### src/csrb_defs.vh
`ifndef CSRB_DEFS_VH
`define CSRB_DEFS_VH

// direct addresses in the special register space
`define CSRB_ADR_POWER_CONTROL 8'h87
`define CSRB_ADR_STACK_POINTER 8'h81
`define CSRB_ADR_STACK_POINTER_HIGH 8'hb7
`define CSRB_ADR_DATA_POINTER_LOW 8'h82
`define CSRB_ADR_DATA_POINTER_HIGH 8'h83
`define CSRB_ADR_DATA_POINTER_PAGE 8'h84
`define CSRB_ADR_STATUS_WORD 8'hd0
`define CSRB_ADR_AUX_ARITH 8'hf0
`define CSRB_ADR_CAL_BASE 8'hf1
`define CSRB_CAL_WORDS 4

// reset values
`define CSRB_RST_POWER_CONTROL 8'h00
`define CSRB_RST_STATUS_WORD 8'h00
`define CSRB_RST_STACK_POINTER 8'h07
`define CSRB_RST_STACK_POINTER_HIGH 8'h00
`define CSRB_RST_DATA_POINTER 8'h00
`define CSRB_RST_AUX_ARITH 8'h00
`define CSRB_CAL_FACTORY_0 8'h5a
`define CSRB_CAL_FACTORY_1 8'h3c
`define CSRB_CAL_FACTORY_2 8'ha5
`define CSRB_CAL_FACTORY_3 8'hc3

// status word fields
`define CSRB_STW_CARRY 7
`define CSRB_STW_HALF_CARRY 6
`define CSRB_STW_USER_0 5
`define CSRB_STW_BANK_HI 4
`define CSRB_STW_BANK_LO 3
`define CSRB_STW_OVERFLOW 2
`define CSRB_STW_USER_1 1
`define CSRB_STW_PARITY 0

// power control fields
`define CSRB_PWR_BAUD_DOUBLER 7
`define CSRB_PWR_SERIAL_WAKE 6
`define CSRB_PWR_EXT_INT_WAKE 5
`define CSRB_PWR_LATCH_OFF 4
`define CSRB_PWR_GP_1 3
`define CSRB_PWR_GP_0 2
`define CSRB_PWR_POWERDOWN 1
`define CSRB_PWR_HALT 0

// stack pointer high: only these low bits extend the pointer
`define CSRB_STACK_EXT_BITS 3

`endif

### src/csrb_cal_mem.v
`timescale 1ns/1ps
`include "csrb_defs.vh"

module csrb_cal_mem (
    // clock and reset
    input wire i_clk,
    input wire i_arst_n,
    // write port
    input wire i_wr,
    input wire [1:0] i_waddr,
    input wire [7:0] i_wdata,
    // read port
    input wire [1:0] i_raddr,
    output reg [7:0] o_rdata
);

    reg [7:0] mem_q [0:`CSRB_CAL_WORDS-1];
    integer k;

    // factory values come back on every reset, never zero
    always @(posedge i_clk or negedge i_arst_n) begin
        if (!i_arst_n) begin
            mem_q[0] <= `CSRB_CAL_FACTORY_0;
            mem_q[1] <= `CSRB_CAL_FACTORY_1;
            mem_q[2] <= `CSRB_CAL_FACTORY_2;
            mem_q[3] <= `CSRB_CAL_FACTORY_3;
            o_rdata <= 8'h00;
        end else begin
            for (k = 0; k < `CSRB_CAL_WORDS; k = k + 1) begin
                if (i_wr && (i_waddr == k[1:0])) begin
                    mem_q[k] <= i_wdata;
                end
            end
            o_rdata <= mem_q[i_raddr];
        end
    end

endmodule

### src/csrb_core_regs.v
`timescale 1ns/1ps
`include "csrb_defs.vh"

// Functional notes
// - stack pointer increments before each push
// - stack pointer resets to 07h, first push 08h
// - high register low bits extend pointer to 11
// - data pointer is one 24-bit register at three byte addresses
// - pointer increment carries from high into page
// - status word flag bit positions as documented
// - two bank bits select register bank 0-3
// - power control bit layout as documented
// - unmapped addresses store nothing, read undefined
// - only addresses ending 0h or 8h bit-addressable
// - calibration registers load factory values at reset
// - auxiliary register is multiply/divide operand, scratch
// - extended stack grows from ffh into 0100h
// - upper 128 addresses, direct addressing only
module csrb_core_regs (
    // clock and reset
    input wire I_CLK_SYS,
    input wire I_ARST_N,
    // direct register access
    input wire [7:0] I_SFR_ADDR,
    input wire I_SFR_WR,
    input wire I_SFR_RD,
    input wire [7:0] I_SFR_WDATA,
    output wire [7:0] O_SFR_RDATA,
    output reg O_SFR_HIT,
    // single-bit access
    input wire [7:0] I_BIT_ADDR,
    input wire I_BIT_WR,
    input wire I_BIT_RD,
    input wire I_BIT_WDATA,
    output reg O_BIT_RDATA,
    output reg O_BIT_HIT,
    // arithmetic unit
    input wire [7:0] I_ARITH_RESULT_REG,
    input wire I_FLAG_WE,
    input wire I_CARRY,
    input wire I_HALF_CARRY,
    input wire I_OVERFLOW,
    input wire I_MULDIV_WE,
    input wire [7:0] I_MULDIV_RESULT,
    output wire [7:0] O_AUX_ARITH,
    // status flags
    output wire O_CARRY_FLAG,
    output wire O_HALF_CARRY_FLAG,
    output wire O_USER_FLAG_0,
    output wire O_USER_FLAG_1,
    output wire O_OVERFLOW_FLAG,
    output wire O_PARITY_FLAG,
    output wire [1:0] O_BANK_SELECT,
    // stack
    input wire I_STACK_PUSH,
    input wire I_STACK_POP,
    input wire I_EXT_STACK_EN,
    output wire [10:0] O_STACK_ADDR,
    // data pointer
    input wire I_DATA_POINTER_INC,
    output wire [23:0] O_DATA_POINTER,
    // power control
    input wire I_WAKE,
    output wire O_BAUD_DOUBLER,
    output wire O_SERIAL_WAKE_IRQ_EN,
    output wire O_EXT_INT_WAKE_EN,
    output wire O_LATCH_STROBE_DISABLE,
    output wire O_GP_FLAG_1,
    output wire O_GP_FLAG_0,
    output wire O_POWERDOWN_ENABLE,
    output wire O_CORE_HALT_ENABLE
);

    ////////////////////////////////////////////////////////////////////
    function bit_addressable;
        input [7:0] adr;
        begin
            bit_addressable = adr[7] && (adr[2:0] == 3'h0);
        end
    endfunction

    function [7:0] put_bit;
        input [7:0] val;
        input [2:0] idx;
        input b;
        reg [7:0] mask;
        begin
            mask = 8'h01 << idx;
            put_bit = b ? (val | mask) : (val & ~mask);
        end
    endfunction

    function is_cal;
        input [7:0] adr;
        begin
            is_cal = (adr >= `CSRB_ADR_CAL_BASE) &&
                (adr < (`CSRB_ADR_CAL_BASE + 8'h04));
        end
    endfunction

    ////////////////////////////////////////////////////////////////////
    reg [7:0] status_q;
    reg [7:0] status_d;
    reg [7:0] aux_q;
    reg [7:0] aux_d;
    reg [7:0] power_q;
    reg [7:0] power_d;
    reg [23:0] dpair_q;
    reg [23:0] dpair_d;
    reg [7:0] rdata_q;
    reg [7:0] rdata_d;
    reg hit_d;
    reg sel_cal_q;
    reg bit_d;
    wire direct_ok;
    wire wr_ok;
    wire [7:0] bit_byte;
    wire [2:0] bit_idx;
    wire bit_wr_status;
    wire bit_wr_aux;
    wire [7:0] stack_low;
    wire [7:0] stack_high;
    wire [7:0] cal_rdata;
    wire [1:0] cal_off;
    wire [7:0] cal_diff;

    // only the upper half of direct space belongs here
    assign direct_ok = I_SFR_ADDR[7];
    assign wr_ok = I_SFR_WR && direct_ok;
    assign bit_byte = {I_BIT_ADDR[7:3], 3'h0};
    assign bit_idx = I_BIT_ADDR[2:0];
    assign bit_wr_status = I_BIT_WR && bit_addressable(bit_byte) &&
        (bit_byte == `CSRB_ADR_STATUS_WORD);
    assign bit_wr_aux = I_BIT_WR && bit_addressable(bit_byte) &&
        (bit_byte == `CSRB_ADR_AUX_ARITH);
    assign cal_diff = I_SFR_ADDR - `CSRB_ADR_CAL_BASE;
    assign cal_off = cal_diff[1:0];

    ////////////////////////////////////////////////////////////////////
    csrb_stack_unit u_stack (
        .i_clk(I_CLK_SYS),
        .i_arst_n(I_ARST_N),
        .i_push(I_STACK_PUSH),
        .i_pop(I_STACK_POP),
        .i_ext_en(I_EXT_STACK_EN),
        .i_wr_low(wr_ok && (I_SFR_ADDR == `CSRB_ADR_STACK_POINTER)),
        .i_wr_high(wr_ok && (I_SFR_ADDR == `CSRB_ADR_STACK_POINTER_HIGH)),
        .i_wdata(I_SFR_WDATA),
        .o_low(stack_low),
        .o_high(stack_high),
        .o_addr(O_STACK_ADDR)
    );

    csrb_cal_mem u_cal (
        .i_clk(I_CLK_SYS),
        .i_arst_n(I_ARST_N),
        .i_wr(wr_ok && is_cal(I_SFR_ADDR)),
        .i_waddr(cal_off),
        .i_wdata(I_SFR_WDATA),
        .i_raddr(cal_off),
        .o_rdata(cal_rdata)
    );

    ////////////////////////////////////////////////////////////////////
    // alu flag updates win over a software write in the same cycle
    always @* begin
        status_d = status_q;
        if (wr_ok && (I_SFR_ADDR == `CSRB_ADR_STATUS_WORD)) begin
            status_d = I_SFR_WDATA;
        end else if (bit_wr_status) begin
            status_d = put_bit(status_q, bit_idx, I_BIT_WDATA);
        end
        if (I_FLAG_WE) begin
            status_d[`CSRB_STW_CARRY] = I_CARRY;
            status_d[`CSRB_STW_HALF_CARRY] = I_HALF_CARRY;
            status_d[`CSRB_STW_OVERFLOW] = I_OVERFLOW;
        end
        status_d[`CSRB_STW_PARITY] = ^I_ARITH_RESULT_REG;
    end

    always @* begin
        aux_d = aux_q;
        if (wr_ok && (I_SFR_ADDR == `CSRB_ADR_AUX_ARITH)) begin
            aux_d = I_SFR_WDATA;
        end else if (bit_wr_aux) begin
            aux_d = put_bit(aux_q, bit_idx, I_BIT_WDATA);
        end
        if (I_MULDIV_WE) begin
            aux_d = I_MULDIV_RESULT;
        end
    end

    // wake clears the low-power bits; a write in that cycle still wins
    always @* begin
        power_d = power_q;
        if (I_WAKE) begin
            power_d[`CSRB_PWR_POWERDOWN] = 1'b0;
            power_d[`CSRB_PWR_HALT] = 1'b0;
        end
        if (wr_ok && (I_SFR_ADDR == `CSRB_ADR_POWER_CONTROL)) begin
            power_d = I_SFR_WDATA;
        end
    end

    always @* begin
        dpair_d = dpair_q;
        if (I_DATA_POINTER_INC) begin
            dpair_d = dpair_q + 24'h000001;
        end else if (wr_ok) begin
            if (I_SFR_ADDR == `CSRB_ADR_DATA_POINTER_LOW) begin
                dpair_d[7:0] = I_SFR_WDATA;
            end else if (I_SFR_ADDR == `CSRB_ADR_DATA_POINTER_HIGH) begin
                dpair_d[15:8] = I_SFR_WDATA;
            end else if (I_SFR_ADDR == `CSRB_ADR_DATA_POINTER_PAGE) begin
                dpair_d[23:16] = I_SFR_WDATA;
            end
        end
    end

    ////////////////////////////////////////////////////////////////////
    // unmapped locations return zero and no hit
    always @* begin
        rdata_d = 8'h00;
        hit_d = 1'b1;
        if (!direct_ok) begin
            hit_d = 1'b0;
        end else if (I_SFR_ADDR == `CSRB_ADR_POWER_CONTROL) begin
            rdata_d = power_q;
        end else if (I_SFR_ADDR == `CSRB_ADR_STACK_POINTER) begin
            rdata_d = stack_low;
        end else if (I_SFR_ADDR == `CSRB_ADR_STACK_POINTER_HIGH) begin
            rdata_d = stack_high;
        end else if (I_SFR_ADDR == `CSRB_ADR_DATA_POINTER_LOW) begin
            rdata_d = dpair_q[7:0];
        end else if (I_SFR_ADDR == `CSRB_ADR_DATA_POINTER_HIGH) begin
            rdata_d = dpair_q[15:8];
        end else if (I_SFR_ADDR == `CSRB_ADR_DATA_POINTER_PAGE) begin
            rdata_d = dpair_q[23:16];
        end else if (I_SFR_ADDR == `CSRB_ADR_STATUS_WORD) begin
            rdata_d = status_q;
        end else if (I_SFR_ADDR == `CSRB_ADR_AUX_ARITH) begin
            rdata_d = aux_q;
        end else if (is_cal(I_SFR_ADDR)) begin
            rdata_d = 8'h00;
        end else begin
            hit_d = 1'b0;
        end
    end

    always @* begin
        bit_d = 1'b0;
        if (bit_byte == `CSRB_ADR_STATUS_WORD) begin
            bit_d = status_q[bit_idx];
        end else if (bit_byte == `CSRB_ADR_AUX_ARITH) begin
            bit_d = aux_q[bit_idx];
        end
    end

    ////////////////////////////////////////////////////////////////////
    always @(posedge I_CLK_SYS or negedge I_ARST_N) begin
        if (!I_ARST_N) begin
            status_q <= `CSRB_RST_STATUS_WORD;
            aux_q <= `CSRB_RST_AUX_ARITH;
            power_q <= `CSRB_RST_POWER_CONTROL;
            dpair_q <= {3{`CSRB_RST_DATA_POINTER}};
            rdata_q <= 8'h00;
            O_SFR_HIT <= 1'b0;
            sel_cal_q <= 1'b0;
            O_BIT_RDATA <= 1'b0;
            O_BIT_HIT <= 1'b0;
        end else begin
            status_q <= status_d;
            aux_q <= aux_d;
            power_q <= power_d;
            dpair_q <= dpair_d;
            rdata_q <= I_SFR_RD ? rdata_d : 8'h00;
            O_SFR_HIT <= I_SFR_RD && hit_d;
            sel_cal_q <= I_SFR_RD && direct_ok && is_cal(I_SFR_ADDR);
            O_BIT_RDATA <= I_BIT_RD ? bit_d : 1'b0;
            O_BIT_HIT <= I_BIT_RD && bit_addressable(bit_byte) &&
                ((bit_byte == `CSRB_ADR_STATUS_WORD) ||
                (bit_byte == `CSRB_ADR_AUX_ARITH));
        end
    end

    // calibration memory already registers its read data
    assign O_SFR_RDATA = sel_cal_q ? cal_rdata : rdata_q;

    ////////////////////////////////////////////////////////////////////
    assign O_AUX_ARITH = aux_q;
    assign O_CARRY_FLAG = status_q[`CSRB_STW_CARRY];
    assign O_HALF_CARRY_FLAG = status_q[`CSRB_STW_HALF_CARRY];
    assign O_USER_FLAG_0 = status_q[`CSRB_STW_USER_0];
    assign O_USER_FLAG_1 = status_q[`CSRB_STW_USER_1];
    assign O_OVERFLOW_FLAG = status_q[`CSRB_STW_OVERFLOW];
    assign O_PARITY_FLAG = status_q[`CSRB_STW_PARITY];
    assign O_BANK_SELECT =
        status_q[`CSRB_STW_BANK_HI:`CSRB_STW_BANK_LO];
    assign O_DATA_POINTER = dpair_q;
    assign O_BAUD_DOUBLER = power_q[`CSRB_PWR_BAUD_DOUBLER];
    assign O_SERIAL_WAKE_IRQ_EN = power_q[`CSRB_PWR_SERIAL_WAKE];
    assign O_EXT_INT_WAKE_EN = power_q[`CSRB_PWR_EXT_INT_WAKE];
    assign O_LATCH_STROBE_DISABLE = power_q[`CSRB_PWR_LATCH_OFF];
    assign O_GP_FLAG_1 = power_q[`CSRB_PWR_GP_1];
    assign O_GP_FLAG_0 = power_q[`CSRB_PWR_GP_0];
    assign O_POWERDOWN_ENABLE = power_q[`CSRB_PWR_POWERDOWN];
    assign O_CORE_HALT_ENABLE = power_q[`CSRB_PWR_HALT];

endmodule

### src/csrb_stack_unit.v
`timescale 1ns/1ps
`include "csrb_defs.vh"

module csrb_stack_unit (
    // clock and reset
    input wire i_clk,
    input wire i_arst_n,
    // stack operations
    input wire i_push,
    input wire i_pop,
    input wire i_ext_en,
    // register writes
    input wire i_wr_low,
    input wire i_wr_high,
    input wire [7:0] i_wdata,
    // state
    output reg [7:0] o_low,
    output reg [7:0] o_high,
    output wire [10:0] o_addr
);

    wire [10:0] cur_ptr;
    reg [10:0] step_ptr;
    reg [7:0] low_d;
    reg [7:0] high_d;

    assign cur_ptr = {o_high[`CSRB_STACK_EXT_BITS-1:0], o_low};
    assign o_addr = cur_ptr;

    always @* begin
        step_ptr = cur_ptr;
        if (i_push) begin
            step_ptr = cur_ptr + 11'h001;
        end else if (i_pop) begin
            step_ptr = cur_ptr - 11'h001;
        end
        // plain mode keeps the upper bits, so ffh wraps to 00h
        if (!i_ext_en) begin
            step_ptr[10:8] = cur_ptr[10:8];
        end
    end

    // push and pop win over a direct write in the same cycle
    always @* begin
        low_d = o_low;
        high_d = o_high;
        if (i_push || i_pop) begin
            low_d = step_ptr[7:0];
            high_d = {o_high[7:3], step_ptr[10:8]};
        end else begin
            if (i_wr_low) begin
                low_d = i_wdata;
            end
            if (i_wr_high) begin
                high_d = i_wdata;
            end
        end
    end

    always @(posedge i_clk or negedge i_arst_n) begin
        if (!i_arst_n) begin
            o_low <= `CSRB_RST_STACK_POINTER;
            o_high <= `CSRB_RST_STACK_POINTER_HIGH;
        end else begin
            o_low <= low_d;
            o_high <= high_d;
        end
    end

endmodule

### config.mk
export PLATFORM = sky130hd
export DESIGN_NAME = csrb_core_regs
export DESIGN_NICKNAME = d
export VERILOG_FILES = /design/src/csrb_cal_mem.v /design/src/csrb_core_regs.v /design/src/csrb_stack_unit.v
export VERILOG_INCLUDE_DIRS = /design/src /design/src/src
export SDC_FILE = /design/constraint.sdc
export NUM_CORES = 1
export LEC_CHECK = 0
export BUFFER_PORTS_ARGS = -buffer_cell sky130_fd_sc_hd__buf_2
export CAP_MARGIN = 30
export CORE_MARGIN = 3
export CORE_UTILIZATION = 35
export CTS_CLUSTER_SIZE = 16
export DETAILED_ROUTE_END_ITERATION = 6
export PLACE_DENSITY_LB_ADDON = 0.05
export SLEW_MARGIN = 0
export SYNTH_ARGS = -nofsm -noshare
export SYNTH_HDL_FRONTEND = slang
export SYNTH_SLANG_ARGS = --single-unit
### constraint.sdc
create_clock -name I_CLK_SYS -period 6.62 [get_ports I_CLK_SYS]
set_input_delay 0.662 -clock I_CLK_SYS [delete_from_list [all_inputs] [get_ports I_CLK_SYS]]
set_output_delay 0.662 -clock I_CLK_SYS [all_outputs]
set_load 0.05 [all_outputs]
==> impl_summary.log <==
[metrics] Peak Freq: 0.346 GHz
[metrics] Die Width: 147 µm
[metrics] Die Area: 21600 µm²
[metrics] Top delay family on crit path: simple AND/OR/NAND/NOR gates
[metrics] insertion delay of the later-clocked pin in the worst-skew pair: 0.42 ns
[metrics] global-route wire length before repair: 35200 µm
[metrics] setup repair after global routing missed its margin: false
[metrics] signal arrival time at the worst endpoint: 3.19 ns
[metrics] count of hold-fix buffers inserted at cts: 0
[metrics] sequential-to-total area share from yosys stat: 42.2%
[metrics] total routing resource utilization after global routing: 21.1%
[metrics] Overflow after GRT: 0
[metrics] Final Cycle Share: 43.7%
[metrics] final HPWL from detailed placement: 16800 µm
[metrics] cells after synthesis: 688
[metrics] synth unique cells: 70
[metrics] top library cells by usage in the layout, fill and taps aside: 125 x buf_2, 97 x dfrtp_1, 83 x nor2_1
[metrics] number of nets with antenna violations after routing: 0
[metrics] effective utilization at floorplan: 36.4%
[metrics] Clock Sinks: 116
[metrics] largest net degree at the start of global routing: 61
[metrics] worst clock skew on the final layout: 0.00770 ns
[metrics] result of the run: complete, no violations
[metrics] Placement Rows: 50
[metrics] Mapped Area: 6940 µm²
[metrics] via count of the first global-routing pass: 6082
[metrics] Top FF cell, synth: dfrtp_1
[metrics] crit start category: input port
[metrics] fin crit period: 2.89 ns
[metrics] count of TritonRoute iterations in the first routing pass: 5
[metrics] maximum vdd ir drop: 257 µV
[metrics] total setup buffers inserted after CTS: 0
[metrics] Syn-to-layout area delta: 20.6%
[metrics] DR WL/cell: 21.1 µm
[metrics] category of the most critical setup path: in2reg
[metrics] Leak Pwr: 3.64 nW
[metrics] max_cap viols: 0
[metrics] crit-path most repeated cell: nor2_1
[metrics] total chip power: 2.80 mW
[metrics] largest cells by area after synthesis: dfrtp_1 35%, mux2_2 8.8%, dfstp_2 7.2%
[metrics] Die Y: 147 µm
[metrics] Max-Slew Margin vs Limit: 30.1%
[metrics] slew at the pin closest to its max-slew limit: 1.04 ns
[metrics] Mean Syn Cell Area: 10.1 µm²
[metrics] syn_nets: 762
[metrics] violation count after the first detailed-routing iteration: 452
[metrics] final routed DRC violation total: 0
[metrics] placeable core region: 19100 µm²
[metrics] CP max-delay cell: nor2_1
[metrics] number of H-tree levels: 4
[metrics] Ys Warns: 0
[metrics] number of antenna violations at the first check in global routing: 2
[metrics] ports placed on the boundary: 127
[metrics] ratio of total power to cell area: 335 nW/µm²
[metrics] CTS buffer count: 17
[metrics] final weighted congestion in routability-driven placement: 0.887
[metrics] critical path endpoint category: register
[metrics] count of flip-flops with a built-in enable after synthesis: 0
[metrics] Total Wirelength: 22700 µm
[metrics] worst-path maximum fanout: 17
[metrics] data required time of the worst path: 6.92 ns
[metrics] share of the core filled with cells in the final layout: 43.9%
[metrics] path class of the lowest-slack min-delay path: in2async
[metrics] routed via count: 5942
[metrics] fraction of layout cells with a size suffix above 1: 32.7%
[metrics] clock edge transition at the registers on the reported setup and hold paths: 0.06 ns
[metrics] cell type contributing the most total cell area after synthesis: dfrtp_1
[metrics] Max stage delay on crit path: 0.82 ns
[metrics] post-cts sizing count: 0
[metrics] cell at the root of the clock tree: clkbuf_16
[metrics] number of max-slew violations in the final report: 0
[metrics] maximum buffer depth of the clock tree: 2
[metrics] most frequent standard cell in the layout excluding fill and tap cells: buf_2
[metrics] Synth Register Bits: 116
[metrics] Setup-failing EPs final: 0
[metrics] series of cell instances along the critical path: buf_2 > inv_1 > ha_1 > nand4bb_2 > nor2_1 > nor2_1 > o21ai_0 > mux2_2
[metrics] share of synthesized flip-flops with an asynchronous set or reset: 100%
[metrics] # port buffers: 126
[metrics] count of fill cells added during filler insertion: 1888
[metrics] number of nets in the layout: 875
[metrics] area share of the largest cell type after synthesis: 35.0%
[metrics] CTS tree: done
[metrics] Fin. Hold Viols: 0
[metrics] setup TNS: 0 ns
[metrics] vias per std cell: 5.52
[metrics] worst path bufs/invs: 2
[per-stage QoR]
| step | cell area, µm² | hold slack [ns] | cells | worst slack [ns] |
|---|---|---|---|---|
| floorplan | 6940 | 0.366 | 688 | 3.74 |
| global placement | 7720 | 0.460 | 1040 | 3.41 |
| detailed placement | 7750 | 0.474 | 1041 | 3.33 |
| CTS | 8350 | 0.189 | 1073 | 3.77 |
| global route | 8370 | 0.213 | 1075 | 3.53 |
| finish | 8370 | 0.186 | 1076 | 3.73 |
[state kept, by name (all words and copies together), names as in the netlist, named ones only]
name and count:
u_cal.mem_q 32, O_DATA_POINTER 24, power_q 8, rdata_q 8, status_q 8, u_cal.o_rdata 8, u_stack.o_high 8, u_stack.o_low 8
O_BIT_HIT 1, O_BIT_RDATA 1, O_SFR_HIT 1, sel_cal_q 1
[final cells by class]
type | count | area (µm²) | area share, %
multi-input cells | 524 | 3780 | 45.2
flip-flops and latches | 116 | 2930 | 35.0
repair buffers | 129 | 679 | 8.12
clock buffers | 20 | 447 | 5.34
well taps | 260 | 325 | 3.89
clock inverters | 12 | 155 | 1.85
inverters | 13 | 48.8 | 0.583
diodes | 2 | 5.00 | 0.0598
[report_power, final]
part           internal [mW]  total [mW]  switching, mW
Combinational          0.294       0.890          0.596
Clock                  0.603       0.944          0.342
Sequential             0.811       0.966          0.155
Total                   1.71        2.80           1.09
[worst reg2reg max path, stage by stage, from the launching register on]
cell	delay (ns)
dfstp_2	0.42
fa_1	0.46
a211oi_1	0.24
nor2_1	0.11
o41a_1	0.39
a31oi_4	0.23
mux2_1	0.34
a41oi_1	0.16
o311ai_1	0.12
[Yosys cell counts (3+ instances only)]
master,count
dfrtp_1,97
nor2_1,83
mux2_2,54
nand2_1,52
o21ai_0,47
a21oi_1,40
mux2i_1,23
nor3_1,23
clkbuf_1,19
dfstp_2,19
nand3_1,19
o22ai_1,19
ha_1,16
inv_1,13
mux4_2,13
and3_1,11
xnor2_1,11
a211oi_1,10
o31a_1,8
a221oi_1,7
nor3b_1,7
buf_2,6
nand3b_1,6
a311oi_1,5
buf_4,5
nand4_1,4
o21a_1,4
and2_1,3
mux2_1,3
nor3_2,3
xor2_1,3
[metal layers]
layer	global-route usage (%)	up-vias	wire, µm
met5	0	-	13
met4	8.56	2	584
met3	5.06	32	1240
met2	32.4	194	10500
met1	28.7	2932	10400
li1	-	2782	-
[logic make-up (layout without fill, tap and decap cells)]
| kind of cell | after synthesis | count (layout) | synth area share, % |
|---|---|---|---|
| multiplexers | 94 | 94 | 17.0 |
| AND/OR/NAND/NOR | 238 | 238 | 17.8 |
| buffers and inverters | 48 | 174 | 3.34 |
| AO/OA/AOI/OAI | 161 | 161 | 14.7 |
| XOR/XNOR | 14 | 14 | 1.77 |
| adder cells (fa/ha/maj) | 17 | 17 | 3.17 |
| flip-flops | 116 | 116 | 42.2 |
| other | 0 | 2 | 0 |
[final timing paths]
kind | startpoint | to | slack [ns] | depth (start not counted)
setup / recovery | I_SFR_ADDR[0] | register | 3.73 | 8
max in group asynchronous | I_ARST_N | u_stack.o_low[2]$_DFFE_PN1P_ | 5.30 | 3
min in group I_CLK_SYS | I_HALF_CARRY | status_q[6]$_DFFE_PN0P_ | 0.45 | 3
hold / removal | I_ARST_N | O_SFR_HIT$_DFF_PN0_ | 0.19 | 1
hold reg to reg | u_cal.mem_q[24]$_DFFE_PN0P_ | u_cal.mem_q[24]$_DFFE_PN0P_ | 0.48 | 2
setup reg to reg | u_stack.o_low[0]$_DFFE_PN1P_ | u_stack.o_high[2]$_DFFE_PN0P_ | 4.01 | 8
Note: power is estimated with default switching activity, not from simulation.
